[config.mk]
export PLATFORM = sky130hd
export DESIGN_NAME = synth_serial_program_port
export DESIGN_NICKNAME = d
export VERILOG_FILES = /design/src/pkg/synth_port_pkg.sv /design/src/verilog/pin_sync.sv /design/src/verilog/synth_serial_program_port.sv
export SDC_FILE = /design/constraint.sdc
export NUM_CORES = 1
export LEC_CHECK = 0
export BUFFER_PORTS_ARGS = -buffer_cell sky130_fd_sc_hd__buf_2
export CAP_MARGIN = 40
export CORE_MARGIN = 5
export CORE_UTILIZATION = 56
export DETAILED_ROUTE_END_ITERATION = 8
export PLACE_DENSITY = 0.76
export SETUP_SLACK_MARGIN = 0.02
export SYNTH_ARGS = -nofsm -noshare
export SYNTH_HDL_FRONTEND = slang
export SYNTH_SLANG_ARGS = --single-unit
[constraint.sdc]
create_clock -name ref_clk -period 3.35 [get_ports ref_clk]
set_input_delay 0.335 -clock ref_clk [delete_from_list [all_inputs] [get_ports ref_clk]]
set_output_delay 0.335 -clock ref_clk [all_outputs]
set_load 0.01 [all_outputs]
[src/pkg/synth_port_pkg.sv]
// constants shared by the serial programming port, its assertion checker and its testbench
package synth_port_pkg;

   // transfer lengths that select a register, plus the cascade limit and the bit count top
   localparam logic [5:0] CFG_LEN = 6'h08;
   localparam logic [5:0] REF_LEN = 6'h10;
   localparam logic [5:0] LOOP_LEN = 6'h18;
   localparam logic [5:0] CASCADE_LIMIT = 6'h20;
   localparam logic [5:0] BIT_CNT_MAX = 6'h3F;

   // register widths
   localparam int CFG_W = 8;
   localparam int REF_W = 16;
   localparam int LOOP_W = 24;
   localparam int REF_DIV_W = 13;
   localparam int REF_MODE_W = 3;
   localparam int N_W = 12;
   localparam int A_W = 6;
   localparam int VCO_W = 18;

   // field positions
   localparam int OUTSEL_HI = 23;
   localparam int OUTSEL_LO = 22;
   localparam int N_LSB = 6;
   localparam int PORT_LEVEL_POS = 1;
   localparam int DRAIN_RELEASE_POS = 0;

   // output A source selections
   localparam logic [1:0] OUTSEL_REF = 2'h3;
   localparam logic [1:0] OUTSEL_VCO = 2'h2;
   localparam logic [1:0] OUTSEL_CASCADE = 2'h1;
   localparam logic [1:0] OUTSEL_PORT = 2'h0;

   // reset values
   localparam logic [7:0] CFG_RST = 8'h00;
   localparam logic [12:0] REF_DIV_RST = 13'h0000;
   localparam logic [2:0] REF_MODE_RST = 3'h0;
   localparam logic [23:0] LOOP_RST = 24'h400000;

   // divide value that passes the reference straight through
   localparam logic [12:0] REF_PASS = 13'h0001;

endpackage : synth_port_pkg

[src/verilog/pin_sync.sv]
// two-flop synchroniser for pins arriving from outside ref_clk
`timescale 1ns/1ps
`default_nettype none

module pin_sync #(
   parameter int W = 1
) (
   input wire logic ref_clk, // sampling clock
   input wire logic rst_n, // async reset, active low
   input wire logic ce, // clock enable, freezes state when low
   input wire logic [W-1:0] pin_in, // raw pins
   output logic [W-1:0] pin_out // synchronised pins
);

   typedef struct packed {
      logic [W-1:0] meta;
      logic [W-1:0] stable;
   } sync_state_t;

   sync_state_t state_q;
   sync_state_t state_d;

   // first stage feeds only the second stage
   always_comb
   begin
      state_d = state_q;
      if (ce)
      begin
         state_d.meta = pin_in;
         state_d.stable = state_q.meta;
      end
   end

   always_ff @(posedge ref_clk or negedge rst_n)
   begin
      if (!rst_n)
         state_q <= '0;
      else
         state_q <= state_d;
   end

   assign pin_out = state_q.stable;

endmodule : pin_sync

`default_nettype wire

[src/verilog/synth_serial_program_port.sv]
// serial programming port, dividers and output A/B of the synthesizer
`timescale 1ns/1ps
`default_nettype none

module synth_serial_program_port
   import synth_port_pkg::*;
(
   input wire logic ref_clk, // 10 MHz system clock
   input wire logic rst_n, // async power-on reset, active low
   input wire logic ce, // clock enable, freezes all state when low
   input wire logic serial_clk, // serial clock pin from host
   input wire logic serial_data, // serial data pin from host
   input wire logic port_select_n, // enable pin, active low
   input wire logic ref_in, // reference input pin
   input wire logic rf_in, // prescaled vco input pin
   output logic out_a, // configurable output A
   output logic out_b_o, // output B drive level, always low
   output logic out_b_oe, // output B enable, high while pulling low
   output logic ref_divided_pulse, // reference divider pulse
   output logic vco_divided_pulse, // vco divider pulse
   output logic [2:0] ref_osc_mode, // reference top bits, unbuffered
   output logic [7:0] cfg_value // configuration register contents
);

   typedef struct packed {
      // edge history of the synchronised pins
      logic sclk_prev;
      logic sel_prev;
      logic ref_prev;
      logic rf_prev;
      // link synchronisation and the shift path
      logic in_sync;
      logic [5:0] bit_cnt;
      logic [LOOP_W-1:0] shift;
      logic half_stage;
      // registers written by the host
      logic [CFG_W-1:0] cfg;
      logic [REF_DIV_W-1:0] ref_buf1;
      logic [REF_DIV_W-1:0] ref_buf2;
      logic [REF_MODE_W-1:0] ref_mode;
      logic [LOOP_W-1:0] loop;
      // divider counters
      logic [REF_DIV_W-1:0] ref_cnt;
      logic [VCO_W-1:0] vco_cnt;
      logic ref_pulse;
      logic vco_pulse;
      // registered pin outputs
      logic out_a;
      logic out_b_oe;
   } port_state_t;

   localparam port_state_t STATE_RST = '{
      sclk_prev: 1'b0,
      sel_prev: 1'b1,
      ref_prev: 1'b0,
      rf_prev: 1'b0,
      in_sync: 1'b1,
      bit_cnt: 6'h00,
      shift: 24'h000000,
      half_stage: 1'b0,
      cfg: CFG_RST,
      ref_buf1: REF_DIV_RST,
      ref_buf2: REF_DIV_RST,
      ref_mode: REF_MODE_RST,
      loop: LOOP_RST,
      ref_cnt: 13'h0000,
      vco_cnt: 18'h00000,
      ref_pulse: 1'b0,
      vco_pulse: 1'b0,
      out_a: 1'b0,
      out_b_oe: 1'b1
   };

   port_state_t state_q;
   port_state_t state_d;

   logic [4:0] pins_sync;
   logic sclk_s;
   logic sdata_s;
   logic sel_s;
   logic ref_s;
   logic rf_s;

   // every pin crosses two flops before any logic reads it; a pin level
   // shorter than one ref_clk period can slip through unseen, so each
   // serial clock half period must span several ref_clk periods
   // the enable travels inverted so that the synchroniser's reset level
   // of zero equals its idle level; otherwise a false enable edge
   // would follow every reset
   pin_sync #(
      .W(5)
   ) u_pin_sync (
      .ref_clk(ref_clk),
      .rst_n(rst_n),
      .ce(ce),
      .pin_in({serial_clk, serial_data, ~port_select_n, ref_in, rf_in}),
      .pin_out(pins_sync)
   );

   assign sclk_s = pins_sync[4];
   assign sdata_s = pins_sync[3];
   assign sel_s = ~pins_sync[2]; // back to active low
   assign ref_s = pins_sync[1];
   assign rf_s = pins_sync[0];

   // edge events seen on the synchronised pins; each compares the
   // second flop with a copy one cycle older, so an event lasts one
   // ref_clk cycle and appears two edges after the pin moved
   // the history flops reset to the idle pin levels, so no false edge
   // is seen when reset is released
   logic sclk_rise;
   logic sclk_fall;
   logic sel_rise;
   logic sel_fall;
   logic sel_moved;
   logic ref_rise;
   logic rf_rise;

   assign sclk_rise = sclk_s & ~state_q.sclk_prev;
   assign sclk_fall = ~sclk_s & state_q.sclk_prev;
   assign sel_rise = sel_s & ~state_q.sel_prev;
   assign sel_fall = ~sel_s & state_q.sel_prev;
   assign sel_moved = sel_s ^ state_q.sel_prev;
   assign ref_rise = ref_s & ~state_q.ref_prev;
   assign rf_rise = rf_s & ~state_q.rf_prev;

   // loop register layout: a in bits 5:0, n in bits 17:6, bits 21:18
   // unused, bits 23:22 pick the source for output A
   // vco total is n*64+a; a is exactly six bits so the fields abut
   logic [N_W-1:0] n_val;
   logic [A_W-1:0] a_val;
   logic [VCO_W-1:0] vco_total;
   logic [VCO_W-1:0] vco_last;
   logic [1:0] outsel;

   assign n_val = state_q.loop[N_LSB +: N_W];
   assign a_val = state_q.loop[A_W-1:0];
   assign vco_total = {n_val, a_val};
   // terminal count; the counter restarts at zero on the edge after it
   assign vco_last = vco_total - 18'h00001;
   assign outsel = state_q.loop[OUTSEL_HI:OUTSEL_LO];

   // reference terminal count comes from the second buffer only,
   // so a 16-bit write alone never disturbs a running division
   logic [REF_DIV_W-1:0] ref_last;
   logic ref_bypass;

   assign ref_last = state_q.ref_buf2 - REF_PASS;
   assign ref_bypass = (state_q.ref_buf2 == REF_PASS);

   // fields of the word held in the shift register at frame close;
   // the newest bits sit at the bottom, so every register takes the
   // low end whatever came before it in the stream, which is what
   // lets a longer cascade stream pass through without steering bits
   logic [CFG_W-1:0] cfg_field;
   logic [REF_DIV_W-1:0] ref_div_field;
   logic [REF_MODE_W-1:0] ref_mode_field;

   assign cfg_field = state_q.shift[CFG_W-1:0];
   assign ref_div_field = state_q.shift[REF_DIV_W-1:0];
   assign ref_mode_field = state_q.shift[REF_W-1:REF_DIV_W];

   // transfer decode, used when the enable returns high
   logic load_cfg;
   logic load_ref;
   logic load_loop;
   logic load_empty;
   logic frame_ok;

   // the frame closes on the enable's rising edge with the clock low;
   // a frame whose enable moved with the clock high is dropped, and a
   // close with no clocks at all is the empty pulse that only moves
   // the first reference buffer into the second
   // counts of 8, 16 and 24 pick the register; any other count, the
   // cascade lengths above 32 included, stores nothing, so a stray
   // or cut frame cannot corrupt a register
   assign frame_ok = sel_rise & state_q.in_sync & ~sclk_s;
   assign load_cfg = frame_ok && (state_q.bit_cnt == CFG_LEN);
   assign load_ref = frame_ok && (state_q.bit_cnt == REF_LEN);
   assign load_loop = frame_ok && (state_q.bit_cnt == LOOP_LEN);
   assign load_empty = frame_ok && (state_q.bit_cnt == 6'h00);

   // one pass per ref_clk: edge history, link synchronisation, shifting,
   // frame close, the two dividers and the output registers; every
   // update is gated by ce so a low enable freezes the whole port
   always_comb
   begin
      state_d = state_q;
      if (ce)
      begin
         state_d.sclk_prev = sclk_s;
         state_d.sel_prev = sel_s;
         state_d.ref_prev = ref_s;
         state_d.rf_prev = rf_s;

         // synchronisation: lost on enable motion with clock high,
         // regained only once enable is high and clock is low
         if (sel_moved && sclk_s)
            state_d.in_sync = 1'b0;
         else if (sel_s && !sclk_s)
            state_d.in_sync = 1'b1;

         // port idles while the enable is high
         if (sel_s || sel_fall)
            state_d.bit_cnt = 6'h00;
         else if (sclk_rise && state_q.in_sync)
         begin
            // msb arrives first, so data walks up toward bit 23
            state_d.shift = {state_q.shift[LOOP_W-2:0], sdata_s};
            // count saturates so long cascade frames never alias
            if (state_q.bit_cnt != BIT_CNT_MAX)
               state_d.bit_cnt = state_q.bit_cnt + 6'h01;
         end

         // half stage updates only on the falling clock edge
         if (!sel_s && sclk_fall && state_q.in_sync)
            state_d.half_stage = state_q.shift[LOOP_W-1];

         // no steering bits: the length alone names the target
         if (load_cfg)
            state_d.cfg = cfg_field;
         // top three reference bits act at once; the low bits wait in
         // the first buffer for a 24-bit load or an empty pulse
         if (load_ref)
         begin
            state_d.ref_buf1 = ref_div_field;
            state_d.ref_mode = ref_mode_field;
         end
         if (load_loop)
         begin
            state_d.loop = state_q.shift;
            state_d.ref_buf2 = state_q.ref_buf1;
         end
         if (load_empty)
            state_d.ref_buf2 = state_q.ref_buf1;
         // every other count falls through with nothing stored

         // reference counter, pulse high for one cycle; with a divide
         // of one every input edge passes straight through, otherwise
         // the count wraps at the terminal value from the second buffer
         state_d.ref_pulse = 1'b0;
         if (ref_rise)
         begin
            if (ref_bypass)
               state_d.ref_pulse = 1'b1;
            else if (state_q.ref_cnt >= ref_last)
            begin
               state_d.ref_cnt = '0;
               state_d.ref_pulse = 1'b1;
            end
            else
               state_d.ref_cnt = state_q.ref_cnt + REF_PASS;
         end

         // vco counter; compares against the live total so a new
         // value takes effect at the next terminal count
         state_d.vco_pulse = 1'b0;
         if (rf_rise)
         begin
            if (state_q.vco_cnt >= vco_last)
            begin
               state_d.vco_cnt = '0;
               state_d.vco_pulse = 1'b1;
            end
            else
               state_d.vco_cnt = state_q.vco_cnt + 18'h00001;
         end

         // output A source select
         case (outsel)
            OUTSEL_REF: state_d.out_a = state_q.ref_pulse;
            OUTSEL_VCO: state_d.out_a = state_q.vco_pulse;
            OUTSEL_CASCADE: state_d.out_a = state_q.half_stage;
            OUTSEL_PORT:
               state_d.out_a = state_q.cfg[PORT_LEVEL_POS];
            default: state_d.out_a = 1'b0;
         endcase

         // open drain: pull low while the release bit is clear
         state_d.out_b_oe = ~state_q.cfg[DRAIN_RELEASE_POS];
      end
   end

   // limitations worth knowing: divide values 0 and 2 to 4 are not
   // blocked and give no useful pulse train; the shift register keeps
   // its contents across frames, only the bit count restarts; counts
   // of 63 and more saturate at the counter's top and store nothing, which
   // leaves a long cascade stream to the devices further down; ce low
   // freezes the synchroniser as well, so pin edges that come and go
   // while it is low are never seen; the dividers compare against the
   // live registers, so a new value takes effect at the next wrap
   // rather than restarting the count

   // reset puts A in cascade mode and B pulled low
   always_ff @(posedge ref_clk or negedge rst_n)
   begin
      if (!rst_n)
         state_q <= STATE_RST;
      else
         state_q <= state_d;
   end

   // outputs straight from flops; out_b_o is tied low because B is an
   // open-drain pin and only its enable carries the configured level
   // the divider pulses are also brought out so a phase detector
   // outside this block can use them whatever A is showing
   assign out_a = state_q.out_a;
   assign out_b_o = 1'b0;
   assign out_b_oe = state_q.out_b_oe;
   assign ref_divided_pulse = state_q.ref_pulse;
   assign vco_divided_pulse = state_q.vco_pulse;
   assign ref_osc_mode = state_q.ref_mode;
   assign cfg_value = state_q.cfg;

endmodule : synth_serial_program_port

`default_nettype wire

; Word-level counts from Yosys, hierarchy flattened
; Index checks and enable logic that the tools add are counted.
[word_totals]
output_inout_bits = 16
regBits = 142
[op_classes]
muxes = 15
reduce_logical = 27
n_eq_ne = 8
n_lt_le_gt_ge = 2
bitwise_logic = 19
n_addsub = 5
[op_table]
columns = cell, count
row1 = 13-bit two-way mux, 3
row2 = 30-bit two-way mux, 1
row3 = "18-bit by 1-bit adder with 18-bit output, second input constant", 1
row4 = 18-bit greater-or-equal comparator, 1
row5 = 18-bit two-way mux, 1
row6 = "18-bit by 1-bit subtractor with 18-bit output, second input constant", 1
row7 = 2-bit AND reduction, 7
row8 = "13-bit by 1-bit adder with 13-bit output, second input constant", 1
row9 = "13-bit by 1-bit == test with 1-bit output, second input constant", 1
row10 = 13-bit greater-or-equal comparator, 1
row11 = "13-bit by 1-bit subtractor with 13-bit output, second input constant", 1
row12 = "6-bit by 5-bit == test with 1-bit output, second input constant", 2
row13 = 6-bit two-way mux, 2
row14 = 1-bit NOT, 10
row15 = 1-bit logical AND, 9
row16 = 3-bit AND reduction, 3
row17 = 1-bit AND, 8
row18 = 2-bit nonzero test, 4
row19 = 1-bit two-way mux, 7
row20 = "6-bit by 1-bit adder with 6-bit output, second input constant", 1
row21 = "6-bit by 4-bit == test with 1-bit output, second input constant", 1
row22 = 6-bit zero test, 1
row23 = "6-bit != test, second input constant", 1
row24 = "2-bit == test, second input constant", 2
row25 = 6 further kinds, 6

; Depth between registers and ports, before layout
[depth]
depth_word = 7
mapped_depth = 16
mapped_depth_nobuf = 14

; Hierarchy
; A second synthesis with hierarchy kept.
[unflattened]
hier_cells = 636
hier_area_um2 = 7339.5
[modules_own_cells]
columns = module, n_inst, cells_per_inst, area_each_um2
row1 = synth_serial_program_port, 1, 610, 6890.4
row2 = pin_sync, 1, 26, 449.2

; Worst setup path after synthesis
; No wires, ideal clock.
[synth_timing]
path_kind = flip-flop to flip-flop
start = reg state_q, in the netlist a_val[3]
end = reg state_q[11] in the netlist's numbering
stages_incl_launch_ff = 16
path_slack_ns = -0.071
path_buffers = 2
period_less_slack_ns = 3.421
setup_time_ns = 0.071
arrival_ns = 3.349
path_cell_list = dfrtp_1 -> nor3_1 -> nand3_1 -> or3_4 -> or3_4 -> nor3_1 -> xnor2_1 -> ha_1 -> a211oi_1 -> nor2_1 -> a2111oi_2 -> o311ai_2 -> and2_0 -> buf_2 -> buf_6 -> nor2_1
[synth_between]
elab_chain_cells = 3
[synth_lines]
columns = element, line
row1 = start: declaration, synth_serial_program_port.sv:74  ; port_state_t state_q;
row2 = start signal: assignment, synth_serial_program_port.sv:300  ; state_q <= state_d;
row3 = 18-bit by 1-bit subtractor with 18-bit output, synth_serial_program_port.sv:140  ; assign vco_last = vco_total - 18'h00001;
row4 = 18-bit greater-or-equal comparator, synth_serial_program_port.sv:260  ; if (state_q.vco_cnt >= vco_last)
row5 = 18-bit two-way mux, synth_serial_program_port.sv:260
; Every way passes these cells.
; A chain may end at the register's enable or synchronous reset.

; Worst setup path after layout
[layout_timing]
start = reg state_q, in the netlist a_val[3]
end = reg state_q, in the netlist vco_divided_pulse
[layout_between]
elab_chain_cells = 4
[layout_lines]
columns = element, line
row1 = 18-bit by 1-bit subtractor with 18-bit output, synth_serial_program_port.sv:140
row2 = 18-bit greater-or-equal comparator, synth_serial_program_port.sv:260
row3 = 1-bit two-way mux, synth_serial_program_port.sv:260
row4 = 1-bit two-way mux, synth_serial_program_port.sv:258  ; if (rf_rise)
; Every way passes these cells.

==> out/metrics.cfg <==
[yosys]
synth_warnings = 0
ys.flop_type = dfrtp_1
syn_inst = 611
synth_area_mm2 = 0.00705
synth_cell_type_count = 56
ys_seq_area_frac = 0.491
postSynth.asyncResetShare = 1.00
syn_nets = 659
ys_ff_latch = 138
avgSynthCellArea_um2 = 11.5
synth_edf_count = 0

[critical_path]
crit_top_cell = or3_4
r2r_slack_ns = -0.16
r2r-start = a_val[3]$_DFFE_PN0P_
crit_buf_inv = 3
required_ns = 3.65
cp_max_fo = 7
start_kind = flop
cp_cell_sequence = nor3_2 > nand3_1 > or3_4 > or3_4 > nor3_4 > xnor2_1 > ha_1 > nand4_1 > buf_4 > inv_2 > a2111oi_4 > o311ai_2 > and2_4 > buf_6 > a21o_1
regToRegEndpoint = vco_divided_pulse$_DFFE_PN0P_
slowest_stage = dfrtp_1
endpoint_kind = flop
path_delay_family = simple AND/OR/NAND/NOR gates
critPathArrivalTime_ns = 3.82
reg2regPathDepth = 15
cpPeakStageDelay_ns = 0.39
critical_path_class = flop to flop

[clock_network]
path_clk_slew_ns = 0.06
cts_num_sinks = 138
clk_latency_ns = 0.42
h-tree-depth = 4
ctsRootBufferMaster = clkbuf_16
cts_tree = built
clk_path_buf_depth = 2
hold_buffers = 0
cts_made_buffers = 17

[grt]
grt-ovfl-total = 0
grt_pass1_wl_um = 23800
antenna_found_initial = 0
grt_max_degree = 92
grt_usage = 0.203
grt_pass1_vias = 4892

[detailed_routing]
firstDrtPassIters = 4
ant_nets = 0
via_count = 4757
wl_per_cell_um = 16.5
drtIter0Drc = 307
vias_per_cell = 5.68
wl_um = 13800
drc_errors = 0

[timing]
rsz0062_at_grt = true
worstMarginPinSlew_ns = 0.900
hold_slack_ns = -0.0369
maxSlewViolCount = 0
setup_violations = 19
fin_crit_sh = 1.05
setup_slack_ns = -0.165
slew-limit-headroom = 0.398
final_hold_viol_count = 11
fin_crit_ns = 3.51
skew_ns = 0.0124
max_freq_mhz = 285

[finish]
drive_gt1_frac = 0.320
final_common_cell = dfrtp_1
syn2layout_area_growth_pct = 16.6
diodes = 0
final_cell_mix = 134 x dfrtp_1, 93 x mux2_2, 42 x nand2_1
final_nets = 702
finish.instance_area_mm2 = 0.00821
fin_cells = 837

[pwr]
ir_drop_v = 0.000320
leakage_nw = 4.11
p_per_area_mw_per_mm2 = 483
total_power_w = 0.00397

[placed_design]
placed_cell_area_mm2 = 0.00738
place_hpwl_um = 9350
place_inst = 797
pre_cts_slack_ns = -0.0763
gp_congestion = 0.839
io_buffers = 22

[floorplan]
std_cell_rows = 41
dieArea_mm2 = 0.0149
fp.dieH_um = 122
coreArea_mm2 = 0.0125
initial_core_util = 0.565
io_pins = 24
dieWidth_um = 122

[hold_path]
min_path_type = input pin to asynchronous set/reset pin

[status]
status = complete, but fails checks
violations = hold timing, setup timing

[flow_run]
maxCapViolations = 0

==> how the worst max path moves through the flow <==
stage,slack (ns),from,cells past startpoint,endpoint
global placement,-0.007,a_val[3]$_DFFE_PN0P_,14,vco_divided_pulse$_DFFE_PN0P_
CTS,-0.09,a_val[2]$_DFFE_PN0P_,15,state_q[8]$_DFFE_PN0P_
floorplan,0.07,a_val[3]$_DFFE_PN0P_,15,state_q[11]$_DFFE_PN0P_
finish,-0.16,a_val[3]$_DFFE_PN0P_,15,vco_divided_pulse$_DFFE_PN0P_
global route,-0.27,a_val[3]$_DFFE_PN0P_,15,vco_divided_pulse$_DFFE_PN0P_
detailed placement,-0.08,a_val[3]$_DFFE_PN0P_,14,vco_divided_pulse$_DFFE_PN0P_
==> through the flow <==
step	setup TNS [ns]	utilization	hold WS, ns
final	-1.71	0.659	-0.0369
after global routing	-3.97	0.659	0.0369
after CTS	-1.17	0.653	0.00831
after detailed placement	-0.143	0.592	0.453
after global placement	-0.00744	0.591	0.448
after floorplan	0	-	0.0394
==> metal layers <==
layer | routed length (µm) | GRT usage | vias to the layer above
met1 | 6200 | 0.268 | 2406
met3 | 472 | 0.0460 | 18
li1 | - | - | 2252
met4 | 183 | 0.0609 | 0
met5 | 0 | 0 | -
met2 | 6980 | 0.336 | 81
==> Yosys cell counts, types with 6 or more instances <==
library cell	number	area share
clkbuf_1	9	0.0048
mux2_2	93	0.15
nor4_1	6	0.0053
and3_1	10	0.0089
nor3_1	13	0.0092
xnor2_1	23	0.029
nand2_1	42	0.022
nand4_1	17	0.015
a21oi_1	11	0.0078
ha_1	40	0.071
dfrtp_1	134	0.48
o21ai_0	21	0.015
xor2_1	26	0.032
nand3_1	12	0.0085
inv_1	16	0.0085
buf_4	12	0.013
nor2_1	50	0.027
==> power breakdown <==
part	internal [W]	switching [W]
Combinational	0.000128	0.000169
Clock	0.00117	0.000667
Sequential	0.00175	0.0000903
Total	0.00304	0.000926
==> final cells by class <==
type                            count  area (µm²)
Fill cell                         889        4250
Multi-Input combinational cell    429        3540
Sequential cell                   138        3460
Clock buffer                       24         492
Timing Repair Buffer               52         362
Tap cell                          172         215
Clock inverter                      6        88.8
Inverter                           16        60.1
==> registers in the layout, indices dropped and copies added, names as in the netlist <==
signal              flops
ref_div_field           5
ref_osc_mode            3
n_val                  12
state_q                77
ref_divided_pulse       1
cfg_field               8
u_pin_sync.pin_out      5
cfg_value               8
vco_divided_pulse       1
ref_mode_field          3
out_b_oe                1
out_a                   1
a_val                   6
u_pin_sync.state_q      5
outsel                  2
==> logic make-up (layout without fill, tap and decap cells) <==
logic type,after synthesis,after routing,share of synthesized area
simple gates,182,182,0.132
flops,138,138,0.491
mux,95,95,0.153
compound gates,62,62,0.0593
xor+xnor,49,49,0.0609
buf+inv,44,98,0.0314
fa+ha+maj,40,40,0.0710
other cells,1,1,0.000532
==> what timing repair did <==
item                       4_1_cts  5_1_grt
setup endpoints to repair       18       29
pin swaps                       19       10
setup buffers                    7        2
gates resized for setup         30       15
cloned                           1        0
(Power assumes the default switching activity.)
